`config.mk`:
```
export PLATFORM = sky130hd
export DESIGN_NAME = frl_limiter
export DESIGN_NICKNAME = d
export VERILOG_FILES = /design/src/rtl/frl_pkg.sv /design/src/rtl/frl_limiter.sv /design/src/rtl/frl_jump_stage.sv
export SDC_FILE = /design/constraint.sdc
export NUM_CORES = 1
export LEC_CHECK = 0
export BUFFER_PORTS_ARGS = -buffer_cell sky130_fd_sc_hd__buf_2
export CORE_MARGIN = 2
export CORE_UTILIZATION = 47
export CTS_CLUSTER_SIZE = 30
export DETAILED_ROUTE_END_ITERATION = 16
export PLACE_DENSITY = 0.66
export SLEW_MARGIN = 20
export SYNTH_ARGS = -nofsm -noshare
export SYNTH_HDL_FRONTEND = slang
export SYNTH_SLANG_ARGS = --single-unit
```
`constraint.sdc`:
```
create_clock -name clk_in -period 5.3 [get_ports clk_in]
set_clock_uncertainty 0.1 [all_clocks]
set_input_delay 0.795 -clock clk_in [delete_from_list [all_inputs] [get_ports clk_in]]
set_output_delay 0.795 -clock clk_in [all_outputs]
set_load 0.02 [all_outputs]
```
`src/rtl/frl_pkg.sv`:
```
package frl_pkg;

	// ------------------------------------------------------------
	// Frequency values in units of 0.01 Hz
	// ------------------------------------------------------------
	localparam int FRL_FREQ_W = 16;
	localparam logic [15:0] FRL_START_DEF = 16'h0032;
	localparam logic [15:0] FRL_START_MIN = 16'h0001;
	localparam logic [15:0] FRL_START_MAX = 16'h03E8;
	localparam logic [15:0] FRL_MAXF_DEF = 16'h1770;
	localparam logic [15:0] FRL_MAXF_MIN = 16'h0FA0;
	localparam logic [15:0] FRL_MAXF_MAX = 16'h9C40;
	localparam logic [15:0] FRL_FLOOR_DEF = 16'h0032;
	localparam logic [15:0] FRL_CEIL_DEF = 16'h1770;
	localparam logic [2:0][15:0] FRL_JLO_DEF = {16'h0BB8, 16'h07D0, 16'h03E8};
	localparam logic [2:0][15:0] FRL_JHI_DEF = {16'h0DAC, 16'h09C4, 16'h05DC};

	// ------------------------------------------------------------
	// Parameter selector codes
	// ------------------------------------------------------------
	localparam logic [3:0] FRL_SEL_START = 4'h0;
	localparam logic [3:0] FRL_SEL_MAXF = 4'h1;
	localparam logic [3:0] FRL_SEL_LIMEN = 4'h2;
	localparam logic [3:0] FRL_SEL_FLOOR = 4'h3;
	localparam logic [3:0] FRL_SEL_CEIL = 4'h4;
	localparam logic [3:0] FRL_SEL_JUMPEN = 4'h5;
	localparam logic [3:0] FRL_SEL_JLO0 = 4'h6;
	localparam logic [3:0] FRL_SEL_JHI2 = 4'hB;
	localparam logic [3:0] FRL_SEL_ALTCMD = 4'hC;
	localparam logic [3:0] FRL_SEL_ALTREF = 4'hD;

	// ------------------------------------------------------------
	// Source codes and reset values
	// ------------------------------------------------------------
	localparam logic [2:0] FRL_CMD_KEYPAD = 3'h0;
	localparam logic [2:0] FRL_CMD_TERM1 = 3'h1;
	localparam logic [2:0] FRL_CMD_TERM2 = 3'h2;
	localparam logic [3:0] FRL_REF_KEYPAD1 = 4'h0;
	localparam logic [3:0] FRL_REF_KEYPAD2 = 4'h1;
	localparam logic [3:0] FRL_REF_V1 = 4'h2;
	localparam logic [3:0] FRL_REF_I2 = 4'h3;
	localparam logic [3:0] FRL_REF_TERM_A = 4'h4;
	localparam logic [3:0] FRL_REF_TERM_B = 4'h5;
	localparam logic [2:0] FRL_ALTCMD_DEF = 3'h0;
	localparam logic [3:0] FRL_ALTREF_DEF = 4'h0;

	typedef struct packed {
		logic [15:0] out;
	} frl_stage_type;

	typedef struct packed {
		logic [15:0] start;
		logic [15:0] maxf;
		logic lim_en;
		logic [15:0] floor;
		logic [15:0] ceil;
		logic jump_en;
		logic [2:0][15:0] jlo;
		logic [2:0][15:0] jhi;
		logic [2:0] alt_cmd;
		logic [3:0] alt_ref;
		logic sync1;
		logic sync2;
		logic run;
		logic [15:0] cond;
		logic refused;
		logic [15:0] rd_data;
	} frl_state_type;

endpackage

```
`src/rtl/frl_limiter.sv`:
```
`timescale 1ns/1ps
// Functional notes
// - Reference below start frequency becomes zero
// - Clamp reference between start and maximum
// - Limit enable resets off; clamps floor/ceiling
// - No speed value above ceiling (maximum frequency writes are not checked against it); floor default
// - Floor and ceiling hidden while limit off
// - Never output a frequency inside bands
// - Rising reference holds at band lower edge
// - Three bands, skipped both directions, defaults
// - Alternate terminal selects alternate command, reference
// - Refuse alternate writes running on primary
// - Switching adopts new command state immediately
// - Start and maximum frequency defaults, ranges
module frl_limiter import frl_pkg::*; (
	input wire logic clk_in, // System clock
	input wire logic reset_in, // Synchronous reset
	input wire logic enable_in, // Clock enable
	input wire logic alternate_source_select_in, // Terminal pin
	input wire logic [2:0] primary_command_origin_in, // Primary cmd src
	input wire logic [3:0] primary_reference_origin_in, // Primary ref src
	input wire logic keypad_run_in, // Keypad run command
	input wire logic terminal_run_in, // Terminal run command
	input wire logic serial_run_in, // Serial link run command
	input wire logic [15:0] keypad_freq_in, // Keypad reference
	input wire logic [15:0] v1_freq_in, // Voltage input reference
	input wire logic [15:0] i2_freq_in, // Current input reference
	input wire logic [15:0] terminal_freq_in, // Terminal reference
	input wire logic [15:0] serial_freq_in, // Serial link reference
	input wire logic param_wr_in, // Parameter write strobe
	input wire logic [3:0] param_sel_in, // Parameter selector
	input wire logic [15:0] param_data_in, // Parameter write data
	output logic [15:0] param_rd_data_out, // Selected parameter value
	output logic write_refused_out, // Write refused pulse
	output logic alternate_active_out, // Alternate source in use
	output logic run_out, // Selected run command
	output logic [15:0] freq_ref_out // Final frequency reference
);

	frl_state_type st_q;
	frl_state_type st_d;
	logic [2:0] cmd_sel;
	logic [3:0] ref_sel;
	logic [15:0] ref_raw;
	logic run_sel;
	logic alt_run;
	logic [15:0] lo_lim;
	logic [15:0] hi_lim;
	logic [1:0] jidx;
	logic jsel;
	logic [3:0][15:0] chain;

	function automatic logic pick_run(input logic [2:0] c, input logic kp,
			input logic tm, input logic sr);
		if (c == FRL_CMD_KEYPAD) begin
			return kp;
		end else if (c == FRL_CMD_TERM1 || c == FRL_CMD_TERM2) begin
			return tm;
		end
		return sr;
	endfunction

	// ------------------------------------------------------------
	// Source selection
	// ------------------------------------------------------------
	assign cmd_sel = st_q.sync2 ? st_q.alt_cmd : primary_command_origin_in;
	assign ref_sel = st_q.sync2 ? st_q.alt_ref : primary_reference_origin_in;
	assign run_sel = pick_run(cmd_sel, keypad_run_in, terminal_run_in,
		serial_run_in);
	assign alt_run = pick_run(st_q.alt_cmd, keypad_run_in, terminal_run_in,
		serial_run_in);

	always_comb begin
		case (ref_sel)
			FRL_REF_KEYPAD1, FRL_REF_KEYPAD2: ref_raw = keypad_freq_in;
			FRL_REF_V1: ref_raw = v1_freq_in;
			FRL_REF_I2: ref_raw = i2_freq_in;
			FRL_REF_TERM_A, FRL_REF_TERM_B: ref_raw = terminal_freq_in;
			default: ref_raw = serial_freq_in;
		endcase
	end

	assign lo_lim = st_q.lim_en ? st_q.floor : st_q.start;
	assign hi_lim = st_q.lim_en ? st_q.ceil : st_q.maxf;
	assign jsel = (param_sel_in >= FRL_SEL_JLO0) &&
		(param_sel_in <= FRL_SEL_JHI2);
	assign jidx = 2'((param_sel_in - FRL_SEL_JLO0) >> 1);

	// ------------------------------------------------------------
	// Next state
	// ------------------------------------------------------------
	always_comb begin
		st_d = st_q;
		st_d.sync1 = alternate_source_select_in;
		st_d.sync2 = st_q.sync1;
		st_d.run = run_sel;
		st_d.refused = 1'b0;
		// Select, zero, clamp; band skipping follows in the stages
		if (ref_raw < st_q.start) begin
			st_d.cond = '0;
		end else if (ref_raw < lo_lim) begin
			st_d.cond = lo_lim;
		end else if (ref_raw > hi_lim) begin
			st_d.cond = hi_lim;
		end else begin
			st_d.cond = ref_raw;
		end
		if (param_wr_in) begin
			st_d.refused = 1'b1;
			case (param_sel_in)
				FRL_SEL_START: begin
					if (param_data_in >= FRL_START_MIN &&
							param_data_in <= FRL_START_MAX &&
							!(st_q.lim_en && param_data_in > st_q.ceil)) begin
						st_d.start = param_data_in;
						st_d.refused = 1'b0;
					end
				end
				FRL_SEL_MAXF: begin
					if (param_data_in >= FRL_MAXF_MIN &&
							param_data_in <= FRL_MAXF_MAX) begin
						st_d.maxf = param_data_in;
						st_d.refused = 1'b0;
					end
				end
				FRL_SEL_LIMEN: begin
					st_d.lim_en = param_data_in[0];
					st_d.refused = 1'b0;
				end
				FRL_SEL_FLOOR: begin
					if (st_q.lim_en && param_data_in <= st_q.maxf &&
							param_data_in <= st_q.ceil) begin
						st_d.floor = param_data_in;
						st_d.refused = 1'b0;
					end
				end
				FRL_SEL_CEIL: begin
					if (st_q.lim_en && param_data_in <= st_q.maxf &&
							param_data_in >= st_q.floor) begin
						st_d.ceil = param_data_in;
						st_d.refused = 1'b0;
					end
				end
				FRL_SEL_JUMPEN: begin
					st_d.jump_en = param_data_in[0];
					st_d.refused = 1'b0;
				end
				FRL_SEL_ALTCMD: begin
					if (!(st_q.run && !st_q.sync2)) begin
						st_d.alt_cmd = param_data_in[2:0];
						st_d.refused = 1'b0;
					end
				end
				FRL_SEL_ALTREF: begin
					if (!(st_q.run && !st_q.sync2)) begin
						st_d.alt_ref = param_data_in[3:0];
						st_d.refused = 1'b0;
					end
				end
				default: begin
					if (jsel && !(st_q.lim_en && param_data_in > st_q.ceil)) begin
						// Keep each band ordered and under the maximum
						if (!param_sel_in[0]) begin
							if (param_data_in <= st_q.jhi[jidx]) begin
								st_d.jlo[jidx] = param_data_in;
								st_d.refused = 1'b0;
							end
						end else if (param_data_in >= st_q.jlo[jidx] &&
								param_data_in <= st_q.maxf) begin
							st_d.jhi[jidx] = param_data_in;
							st_d.refused = 1'b0;
						end
					end
				end
			endcase
		end
		case (param_sel_in)
			FRL_SEL_START: st_d.rd_data = st_q.start;
			FRL_SEL_MAXF: st_d.rd_data = st_q.maxf;
			FRL_SEL_LIMEN: st_d.rd_data = {15'h0000, st_q.lim_en};
			FRL_SEL_FLOOR: st_d.rd_data = st_q.lim_en ? st_q.floor : '0;
			FRL_SEL_CEIL: st_d.rd_data = st_q.lim_en ? st_q.ceil : '0;
			FRL_SEL_JUMPEN: st_d.rd_data = {15'h0000, st_q.jump_en};
			FRL_SEL_ALTCMD: st_d.rd_data = {13'h0000, st_q.alt_cmd};
			FRL_SEL_ALTREF: st_d.rd_data = {12'h000, st_q.alt_ref};
			default: st_d.rd_data = jsel ? (param_sel_in[0] ?
				st_q.jhi[jidx] : st_q.jlo[jidx]) : '0;
		endcase
	end

	always_ff @(posedge clk_in) begin
		if (reset_in) begin
			st_q <= '0;
			st_q.start <= FRL_START_DEF;
			st_q.maxf <= FRL_MAXF_DEF;
			st_q.floor <= FRL_FLOOR_DEF;
			st_q.ceil <= FRL_CEIL_DEF;
			st_q.jlo <= FRL_JLO_DEF;
			st_q.jhi <= FRL_JHI_DEF;
			st_q.alt_cmd <= FRL_ALTCMD_DEF;
			st_q.alt_ref <= FRL_ALTREF_DEF;
		end else if (enable_in) begin
			st_q <= st_d;
		end
	end

	// ------------------------------------------------------------
	// Jump band stages
	// ------------------------------------------------------------
	assign chain[0] = st_q.cond;
	for (genvar g = 0; g < 3; g++) begin : g_band
		frl_jump_stage u_stage (
			.clk_in(clk_in),
			.reset_in(reset_in),
			.enable_in(enable_in),
			.jump_on_in(st_q.jump_en),
			.band_lo_in(st_q.jlo[g]),
			.band_hi_in(st_q.jhi[g]),
			.ref_in(chain[g]),
			.ref_out(chain[g+1])
		);
	end

	assign freq_ref_out = chain[3];
	assign param_rd_data_out = st_q.rd_data;
	assign write_refused_out = st_q.refused;
	assign alternate_active_out = st_q.sync2;
	assign run_out = st_q.run;

	// ------------------------------------------------------------
	// Checks
	// ------------------------------------------------------------
	property p_zero_below_start;
		@(posedge clk_in) disable iff (reset_in)
		enable_in && ref_raw < st_q.start |=> st_q.cond == 16'h0000;
	endproperty
	a_zero_below_start: assert property (p_zero_below_start)
		else $error("reference below start not zeroed");

	property p_clamp_max;
		@(posedge clk_in) disable iff (reset_in)
		enable_in && !st_q.lim_en && ref_raw >= st_q.start |=>
			st_q.cond >= $past(st_q.start) && st_q.cond <= $past(st_q.maxf);
	endproperty
	a_clamp_max: assert property (p_clamp_max)
		else $error("reference outside start..maximum");

	property p_clamp_limits;
		@(posedge clk_in) disable iff (reset_in)
		enable_in && st_q.lim_en && ref_raw >= st_q.start |=>
			st_q.cond >= $past(st_q.floor) && st_q.cond <= $past(st_q.ceil);
	endproperty
	a_clamp_limits: assert property (p_clamp_limits)
		else $error("reference outside floor..ceiling");

	property p_reset_defaults;
		@(posedge clk_in)
		reset_in |=> !st_q.lim_en && st_q.floor == FRL_FLOOR_DEF &&
			st_q.start == FRL_START_DEF && st_q.maxf == FRL_MAXF_DEF;
	endproperty
	a_reset_defaults: assert property (p_reset_defaults)
		else $error("wrong reset defaults");

	property p_ceiling_cap;
		@(posedge clk_in) disable iff (reset_in)
		enable_in && param_wr_in && param_sel_in == FRL_SEL_START &&
			st_q.lim_en && param_data_in > st_q.ceil |=>
			write_refused_out && $stable(st_q.start);
	endproperty
	a_ceiling_cap: assert property (p_ceiling_cap)
		else $error("speed value accepted above ceiling");

	property p_hidden_read;
		@(posedge clk_in) disable iff (reset_in)
		enable_in && !st_q.lim_en && (param_sel_in == FRL_SEL_FLOOR ||
			param_sel_in == FRL_SEL_CEIL) |=> param_rd_data_out == 16'h0000;
	endproperty
	a_hidden_read: assert property (p_hidden_read)
		else $error("hidden limit readable");

	property p_alt_run;
		@(posedge clk_in) disable iff (reset_in)
		enable_in && st_q.sync2 |=> run_out == $past(alt_run);
	endproperty
	a_alt_run: assert property (p_alt_run)
		else $error("alternate run command not followed");

	property p_alt_refuse;
		@(posedge clk_in) disable iff (reset_in)
		enable_in && param_wr_in && param_sel_in == FRL_SEL_ALTCMD &&
			st_q.run && !st_q.sync2 |=>
			write_refused_out && $stable(st_q.alt_cmd);
	endproperty
	a_alt_refuse: assert property (p_alt_refuse)
		else $error("alternate write accepted while running primary");

endmodule

```
`src/rtl/frl_jump_stage.sv`:
```
`timescale 1ns/1ps
module frl_jump_stage import frl_pkg::*; (
	input wire logic clk_in, // System clock
	input wire logic reset_in, // Synchronous reset
	input wire logic enable_in, // Clock enable
	input wire logic jump_on_in, // Band skipping active
	input wire logic [15:0] band_lo_in, // Band lower edge
	input wire logic [15:0] band_hi_in, // Band upper edge
	input wire logic [15:0] ref_in, // Incoming reference
	output logic [15:0] ref_out // Reference with band skipped
);

	frl_stage_type st_q;
	frl_stage_type st_d;
	logic in_band;

	assign in_band = (ref_in > band_lo_in) && (ref_in < band_hi_in);

	// ------------------------------------------------------------
	// Band holding
	// ------------------------------------------------------------
	always_comb begin
		st_d = st_q;
		st_d.out = ref_in;
		if (jump_on_in && in_band) begin
			// Hold the edge we arrived from
			if (st_q.out >= band_hi_in) begin
				st_d.out = band_hi_in;
			end else begin
				st_d.out = band_lo_in;
			end
		end
	end

	always_ff @(posedge clk_in) begin
		if (reset_in) begin
			st_q <= '0;
		end else if (enable_in) begin
			st_q <= st_d;
		end
	end

	assign ref_out = st_q.out;

	// ------------------------------------------------------------
	// Checks
	// ------------------------------------------------------------
	property p_never_in_band;
		@(posedge clk_in) disable iff (reset_in)
		enable_in && jump_on_in |=>
			!(ref_out > $past(band_lo_in) && ref_out < $past(band_hi_in));
	endproperty
	a_never_in_band: assert property (p_never_in_band)
		else $error("output inside jump band");

	property p_rise_hold_lo;
		@(posedge clk_in) disable iff (reset_in)
		enable_in && jump_on_in && in_band && st_q.out <= band_lo_in |=>
			ref_out == $past(band_lo_in);
	endproperty
	a_rise_hold_lo: assert property (p_rise_hold_lo)
		else $error("rising reference not held at lower edge");

	property p_fall_hold_hi;
		@(posedge clk_in) disable iff (reset_in)
		enable_in && jump_on_in && in_band && st_q.out >= band_hi_in |=>
			ref_out == $past(band_hi_in);
	endproperty
	a_fall_hold_hi: assert property (p_fall_hold_hi)
		else $error("falling reference not held at upper edge");

endmodule

```
; Word level (Yosys, flattened, before mapping)
; Index checks and enable logic that the tools add are counted.
[totals]
out_inout_bits = 35
regBits = 253
in_bits = 115
wordCells = 149
[classes]
n_eq_ne = 14
muxes = 43
addsub = 1
order_cmp = 26
n_bitwise = 3
n_reduce_logical = 39
[ops]
columns = cell, n
row1 = 16-bit two-way mux, 18
row2 = 16-bit case mux with 8 select lines, 1
row3 = 48-bit bitwise mux, 2
row4 = 16-bit >= comparator, 5
row5 = 16-bit greater-than comparator, 5
row6 = 16-bit less-than comparator, 5
row7 = 16-bit binary-select mux with 2-bit select, 2
row8 = 16-bit case mux with 4 select lines, 1
row9 = 16-bit <= comparator, 3
row10 = 16-bit demux with 2-bit select, 1
row11 = 4-bit AND reduction, 6
row12 = 1-bit logical AND, 18
row13 = 4-bit by 2-bit == test with 1-bit output (second input constant), 4
row14 = 4-bit by 3-bit == test with 1-bit output (second input constant), 4
row15 = 16-bit by 1-bit >= comparator with 1-bit output (second input constant), 1
row16 = 16-bit by 12-bit >= comparator with 1-bit output (second input constant), 1
row17 = 16-bit by 10-bit <= comparator with 1-bit output (second input constant), 1
row18 = 16-bit <= comparator (second input constant), 1
row19 = 1-bit two-way mux, 15
row20 = 6-bit AND reduction, 2
row21 = 4-bit by 1-bit == test with 1-bit output (second input constant), 2
row22 = 4-bit == test (second input constant), 2
row23 = 4-bit logical NOT, 2
row24 = 2-bit OR reduction, 4
row25 = 16 further kinds, 20

; Longest topological paths before layout
[logic_depth]
word_depth = 10
mapped_depth = 19

; Cells and area by module
; Synthesis repeated with hierarchy kept, for this count alone.
[hier_totals]
cells_unflattened = 2345
area_unflattened_um2 = 20038.0
[by_module_without_submodules]
columns = module, instances, seq_area_each_um2, cells_each, area_per_inst_um2
row1 = frl_limiter, 1, 4103.9, 1628, 13765.7
row2 = frl_jump_stage, 3, 320.3, 239, 2090.8

; Worst setup path before layout
; Ideal clock, no wire load.
[synth_timing]
path_type = input-to-reg
from = input param_sel_in[2]
to = register st_q[79] in the netlist's numbering
path_stages = 18
setup_time_ns = 0.128
required_time_ns = 5.072
slack_ns = 0.585
arrival_ns = 4.487
path_cell_list = clkbuf_1 > inv_1 > ha_1 > clkbuf_1 > clkbuf_1 > mux2i_1 > nor2_1 > a21oi_1 > ha_1 > and3_1 > a2111o_1 > a31oi_1 > o211ai_1 > and4_1 > buf_2 > buf_2 > mux2i_1 > nor2_1
[synth_via]
elab_chain_len = 6
[synth_lines]
columns = item, line_no
row1 = start: declaration, frl_limiter.sv:31  ; input wire logic [3:0] param_sel_in,
row2 = 3-bit subtractor, frl_limiter.sv:87  ; assign jidx = 2'((param_sel_in - FRL_SEL_JLO0) >> 1);
row3 = 16-bit binary-select mux with 2-bit select (tied with other cells), frl_limiter.sv:168  ; end else if (param_data_in >= st_q.jlo[jidx] &&
row4 = 16-bit two-way mux (implied by the code) or 1-bit logical AND (tied branches), "frl_limiter.sv:168, frl_limiter.sv:170"
row5 = 16-bit >= comparator or 16-bit two-way mux (tied branches), "frl_limiter.sv:168, frl_limiter.sv:170"
row6 = 1-bit logical AND or 16-bit demux with 2-bit select (tied branches), "frl_limiter.sv:168, frl_limiter.sv:170"
row7 = 6-bit AND reduction (no source line) or 48-bit bitwise mux (tied branches), -
row8 = end signal: assignment, frl_limiter.sv:203  ; st_q <= st_d;
row9 = end: declaration, frl_limiter.sv:40  ; frl_state_type st_q;
; Parallel ways exist; a longest one is shown, timed or not. The select of a mux whose other input is x is not followed.
; A chain may end at the register's enable or synchronous reset.

; Final worst setup path
[layout_timing]
from = register st_q (netlist bit alternate_active_out)
to = register st_q (netlist bit chain[3])
[layout_via]
elab_chain_len = 8
[layout_lines]
columns = item, line_no
row1 = 4-bit two-way mux *, frl_limiter.sv:67  ; assign ref_sel = st_q.sync2 ? st_q.alt_ref : primary_reference_origin_in;
row2 = 4-bit by 3-bit == test with 1-bit output (tied with other cells), frl_limiter.sv:74  ; case (ref_sel)
row3 = 2-bit OR reduction, frl_limiter.sv:74
row4 = 16-bit case mux with 4 select lines *, frl_limiter.sv:74
row5 = 16-bit greater-than comparator, frl_limiter.sv:103  ; end else if (ref_raw > hi_lim) begin
row6 = 16-bit two-way mux, frl_limiter.sv:103
row7 = 16-bit two-way mux, frl_limiter.sv:101  ; end else if (ref_raw < lo_lim) begin
row8 = 16-bit two-way mux *, frl_limiter.sv:99  ; if (ref_raw < st_q.start) begin
; Mark *: on every way between the ends. The rest lies on a longest branch, timed or not.

==> run summary <==
The flow ran to the end, and the final reports show no timing, DRC or antenna violations. Setup repair after global routing left no endpoint under its margin. The worst path in the final design needs a cycle of 4.60 ns, including I/O delays and setup. By count the netlist is led by 270 x sky130_fd_sc_hd__ha_1, 253 x sky130_fd_sc_hd__dfxtp_1, 221 x sky130_fd_sc_hd__mux2i_1, 214 x sky130_fd_sc_hd__nor2_1, 187 x sky130_fd_sc_hd__inv_1.

The tools report the final-report max-slew violation count as 0. The number of nets handed over by synthesis was 2,734. The power per unit of standard cell area was 239 nW/um^2. The routed length on met1 is 28,800 microns.

The hold violation count in the final report was 0; the total die area was 43,000 sq um. By area the synthesized netlist is led by sky130_fd_sc_hd__dfxtp_1 26%, sky130_fd_sc_hd__ha_1 17%, sky130_fd_sc_hd__mux2i_1 11%, sky130_fd_sc_hd__nor2_1 4.1%, sky130_fd_sc_hd__a21oi_1 4.0%. For the via count of the first global-routing pass, the log shows 17,764. The final critical path takes up 86.8% of the cycle. The peak supply drop is 0.197 mV, and the hold buffer count at cts is 0. Number of buffers inserted to repair setup after CTS: 0.

The highest fanout seen on the critical path works out to 17. The run gives 217 MHz as the fmax. Dividing the detail-routed wire length by the instance count gives 23.1 microns. The count of port buffers added during placement is 149, and the H-tree depth reported by CTS is 1. The count of cells in the finished layout, fillers not included, comes to 2,949. At the end of the flow, the number of nets in the layout was 2,776. Type of origin of the critical path: a flop. For the initial detailed-routing violation count, the log shows 1,635. Of the synthesized area, sequential elements account for 26.0%.

Of the total power, combinational logic draws 16.4%. The area of the core region is 40,800 sq um. The setup slack of the most critical reg-to-reg path was 0.70 ns. The most used flip-flop cell after synthesis was sky130_fd_sc_hd__dfxtp_1. The logs give 30.7% for the global-route usage over all layers and 6 for the detailed-routing iteration count for the pre-antenna-repair pass.

For the pin with the worst max-slew slack, the measured transition is 0.980 ns. The tools report the effective utilization at floorplan as 47.6%. The tools report the worst reg2reg path endpoint as chain[3]$_SDFFE_PP0P_. In this run, synthesis inferred 0 flip-flops with an integrated enable. The logs give 45.4% for the proportion of power drawn by the clock network and 0 for the count of nets left with antenna violations after detail routing. In this run the worst setup path begins at alternate_active_out$_SDFFE_PP0P_. Synthesis inferred 253 register bits.

The number of gates resized after CTS is 0, and the relative area change from synthesis to final layout is 10.8%. The worst slew slack as a fraction of its limit is 34.7%. The post-synthesis instance total was 2,349; the routed via count divided by cell count was 6.18. For this run, asynchronously set or reset flops after synthesis account for 0%.

Capturing instance or port of the critical path: chain[3]$_SDFFE_PP0P_. STA classifies the critical path endpoint as a flop. In this run, CTS created clock tree buffers numbering 30.

The final count of negative-setup-slack endpoints was 0; the die width was 207 microns. The logs give 3.68 mW for the internal power contribution and 5.00 ns for the data arrival at the endpoint of the critical path. Cell depth of the worst hold path: 3. Measured along the y axis, the die boundary spans 207 microns. The worst setup path is of the reg -> reg kind. The tools report the maximum buffer depth of the clock tree as 3.

The largest total area in the synthesized netlist belongs to sky130_fd_sc_hd__dfxtp_1. Sequential cells burn 38.3% of the power. The number of I/O pins was 150. Smallest hold slack: 0.367 ns. The min-delay analysis places its worst path in the category in -> reg. The tree built by TritonCTS fans out to 253 sinks. After detailed routing, the total wire length is 68,200 microns.

A synthesized cell averages 8.28 sq um. The count of placed standard cells including taps was 2,890. The logs give 0 ns for the sum of negative setup slack and 0.981 for the final weighted congestion in routability-driven placement.

Entering global routing, the biggest net connects 176 pins. Clock-pin slew was measured on the worst setup and hold paths at 0.06 ns. Detailed routing placed a total of 31,000 microns of wire on met2. The logs give 9.62 nW for the cell leakage power and 51,300 microns for the estimated wirelength of the detail-placed design.

The most common cell in the netlist is sky130_fd_sc_hd__ha_1. The detailed router used layers up to and including met5. The tool flagged a number of max-cap violations equal to 0.

Number of distinct standard cells referenced by the synthesized netlist: 67. In this run the clock root is driven by a sky130_fd_sc_hd__clkbuf_16. Net switching is 28.5% of the power. The run gives 1.47 mW as the switching power.

The first global-routing pass estimated 105,000 microns of wire. The share of cells above drive strength 1 was 13.1%. After global routing the overflow that remains totals 0. Reg-to-reg startpoint: alternate_active_out$_SDFFE_PP0P_.

At the later pin of the worst-skew pair, clock insertion delay measures 0.59 ns. At the worst endpoint, the required time is 5.70 ns. Measured in cells, the most critical reg-to-reg path has a length of 16. After synthesis the cells add up to 19,500 sq um. TritonCTS built the clock tree. The Yosys warning count is 0, and the area share of the largest cell type after synthesis is 26.0%.

The logs give 4 for the initial antenna violation count and 74 for the count of standard-cell rows. The tools report the met3 wire length as 5020 microns. For this run, design rule violations remaining after detail routing come to 0. Total via count in the routed design: 18,212.
[worst min path at each step]
stage	from	endpoint	slack, ns
2_1_floorplan	param_rd_data_out[0]$_SDFFE_PP0P_	param_rd_data_out[0]$_SDFFE_PP0P_	0.35
3_3_place_gp	param_rd_data_out[11]$_SDFFE_PP0P_	param_rd_data_out[11]$_SDFFE_PP0P_	0.37
3_5_place_dp	param_rd_data_out[15]$_SDFFE_PP0P_	param_rd_data_out[15]$_SDFFE_PP0P_	0.37
4_1_cts	alternate_source_select_in	st_d[34]$_SDFFE_PP0P_	0.35
5_1_grt	alternate_source_select_in	st_d[34]$_SDFFE_PP0P_	0.39
6_report	alternate_source_select_in	st_d[34]$_SDFFE_PP0P_	0.37
[sequential cells by signal, indices dropped and copies added, names as in the netlist]
register and cells:
alternate_active_out 1, chain 16, g_band.u_stage.ref_out 48, param_rd_data_out 16, run_out 1, st_d 1, st_q 169, write_refused_out 1
[power groups by stage]
stage                     Combinational (mW)  Clock [mW]  Sequential (mW)
after floorplan                        0.556           0             1.99
after global placement                 0.811           0             2.01
after detailed placement               0.824           0             2.01
after CTS                              0.829        2.36             1.97
after global routing                   0.922        2.43             1.98
final                                  0.843        2.34             1.97
[worst max-delay path, cell delays in order, from the launching register on]
cell	delay, ns
sky130_fd_sc_hd__dfxtp_1	0.56
sky130_fd_sc_hd__buf_4	0.24
sky130_fd_sc_hd__mux2_2	0.51
sky130_fd_sc_hd__nor2_2	0.29
sky130_fd_sc_hd__buf_4	0.25
sky130_fd_sc_hd__o32ai_1	0.14
sky130_fd_sc_hd__inv_1	0.15
sky130_fd_sc_hd__ha_1	0.18
sky130_fd_sc_hd__nand4_1	0.16
sky130_fd_sc_hd__o21ai_0	0.18
sky130_fd_sc_hd__a21oi_1	0.07
sky130_fd_sc_hd__or4_1	0.46
sky130_fd_sc_hd__a21oi_1	0.24
sky130_fd_sc_hd__buf_4	0.22
sky130_fd_sc_hd__mux2_2	0.35
sky130_fd_sc_hd__mux2_2	0.29
sky130_fd_sc_hd__o21ai_0	0.13
[final cells by class]
| class | count | area [sq um] |
|---|---|---|
| multi-input cells | 1722 | 12900 |
| flip-flops and latches | 253 | 5070 |
| fillers | 3786 | 19300 |
| clock buffers | 38 | 862 |
| diodes | 2 | 5.00 |
| inverters | 188 | 706 |
| well taps | 532 | 666 |
| repair buffers | 196 | 1120 |
| clock inverters | 18 | 253 |
[layer usage]
layer,GRT usage (%),vias to the layer above
li1,-,8629
met1,40.6,8704
met2,49.8,718
met3,4.69,159
met4,12.7,2
met5,0,-
[metrics by stage]
stage / cell area (sq um) / total power, mW / utilization, % / setup slack (ns)
floorplan: 19500 / 2.55 / - / 0.585
global placement: 20400 / 2.82 / 50.0 / 0.462
detailed placement: 20400 / 2.84 / 50.0 / 0.479
CTS: 21500 / 5.16 / 52.7 / 0.698
global route: 21600 / 5.33 / 52.8 / 0.377
finish: 21600 / 5.15 / 52.8 / 0.700
[layout by cell type (no fill, tap or decap), drive strengths merged, types with 6 or more instances in the layout]
cell and n:
o311ai 13, o21a 11, ha 270, nor4 9, nor3 79, o21ai 80, a21o 28, a221oi 16
nor3b 35, a22oi 28, clkinv 9, buf 195, a211oi 18, nand4 58, a41oi 35, a31oi 21
nand2 157, and3 7, dfxtp 253, o2111ai 10, nor2 216, a2111oi 7, and4 8, o211ai 24
inv 189, mux2i 223, nor2b 23, mux2 36, bufinv 6, o31ai 40, nand3 31, o32ai 16
nand2b 11, nand3b 12, a21oi 158, clkbuf 39
[kinds of logic (layout without fill, tap and decap cells)]
logic type                 Yosys count  count (layout)  synth area share, %
AOI/OAI and AO/OA                  532             532                 18.5
muxes                              259             259                 13.8
buffers and inverters              374             440                 8.01
other                                0               2                    0
DFF                                253             253                 26.0
and+or+nand+nor                    661             661                 16.3
adders and majority gates          270             270                 17.4
Note: power is estimated with default switching activity, not from simulation.
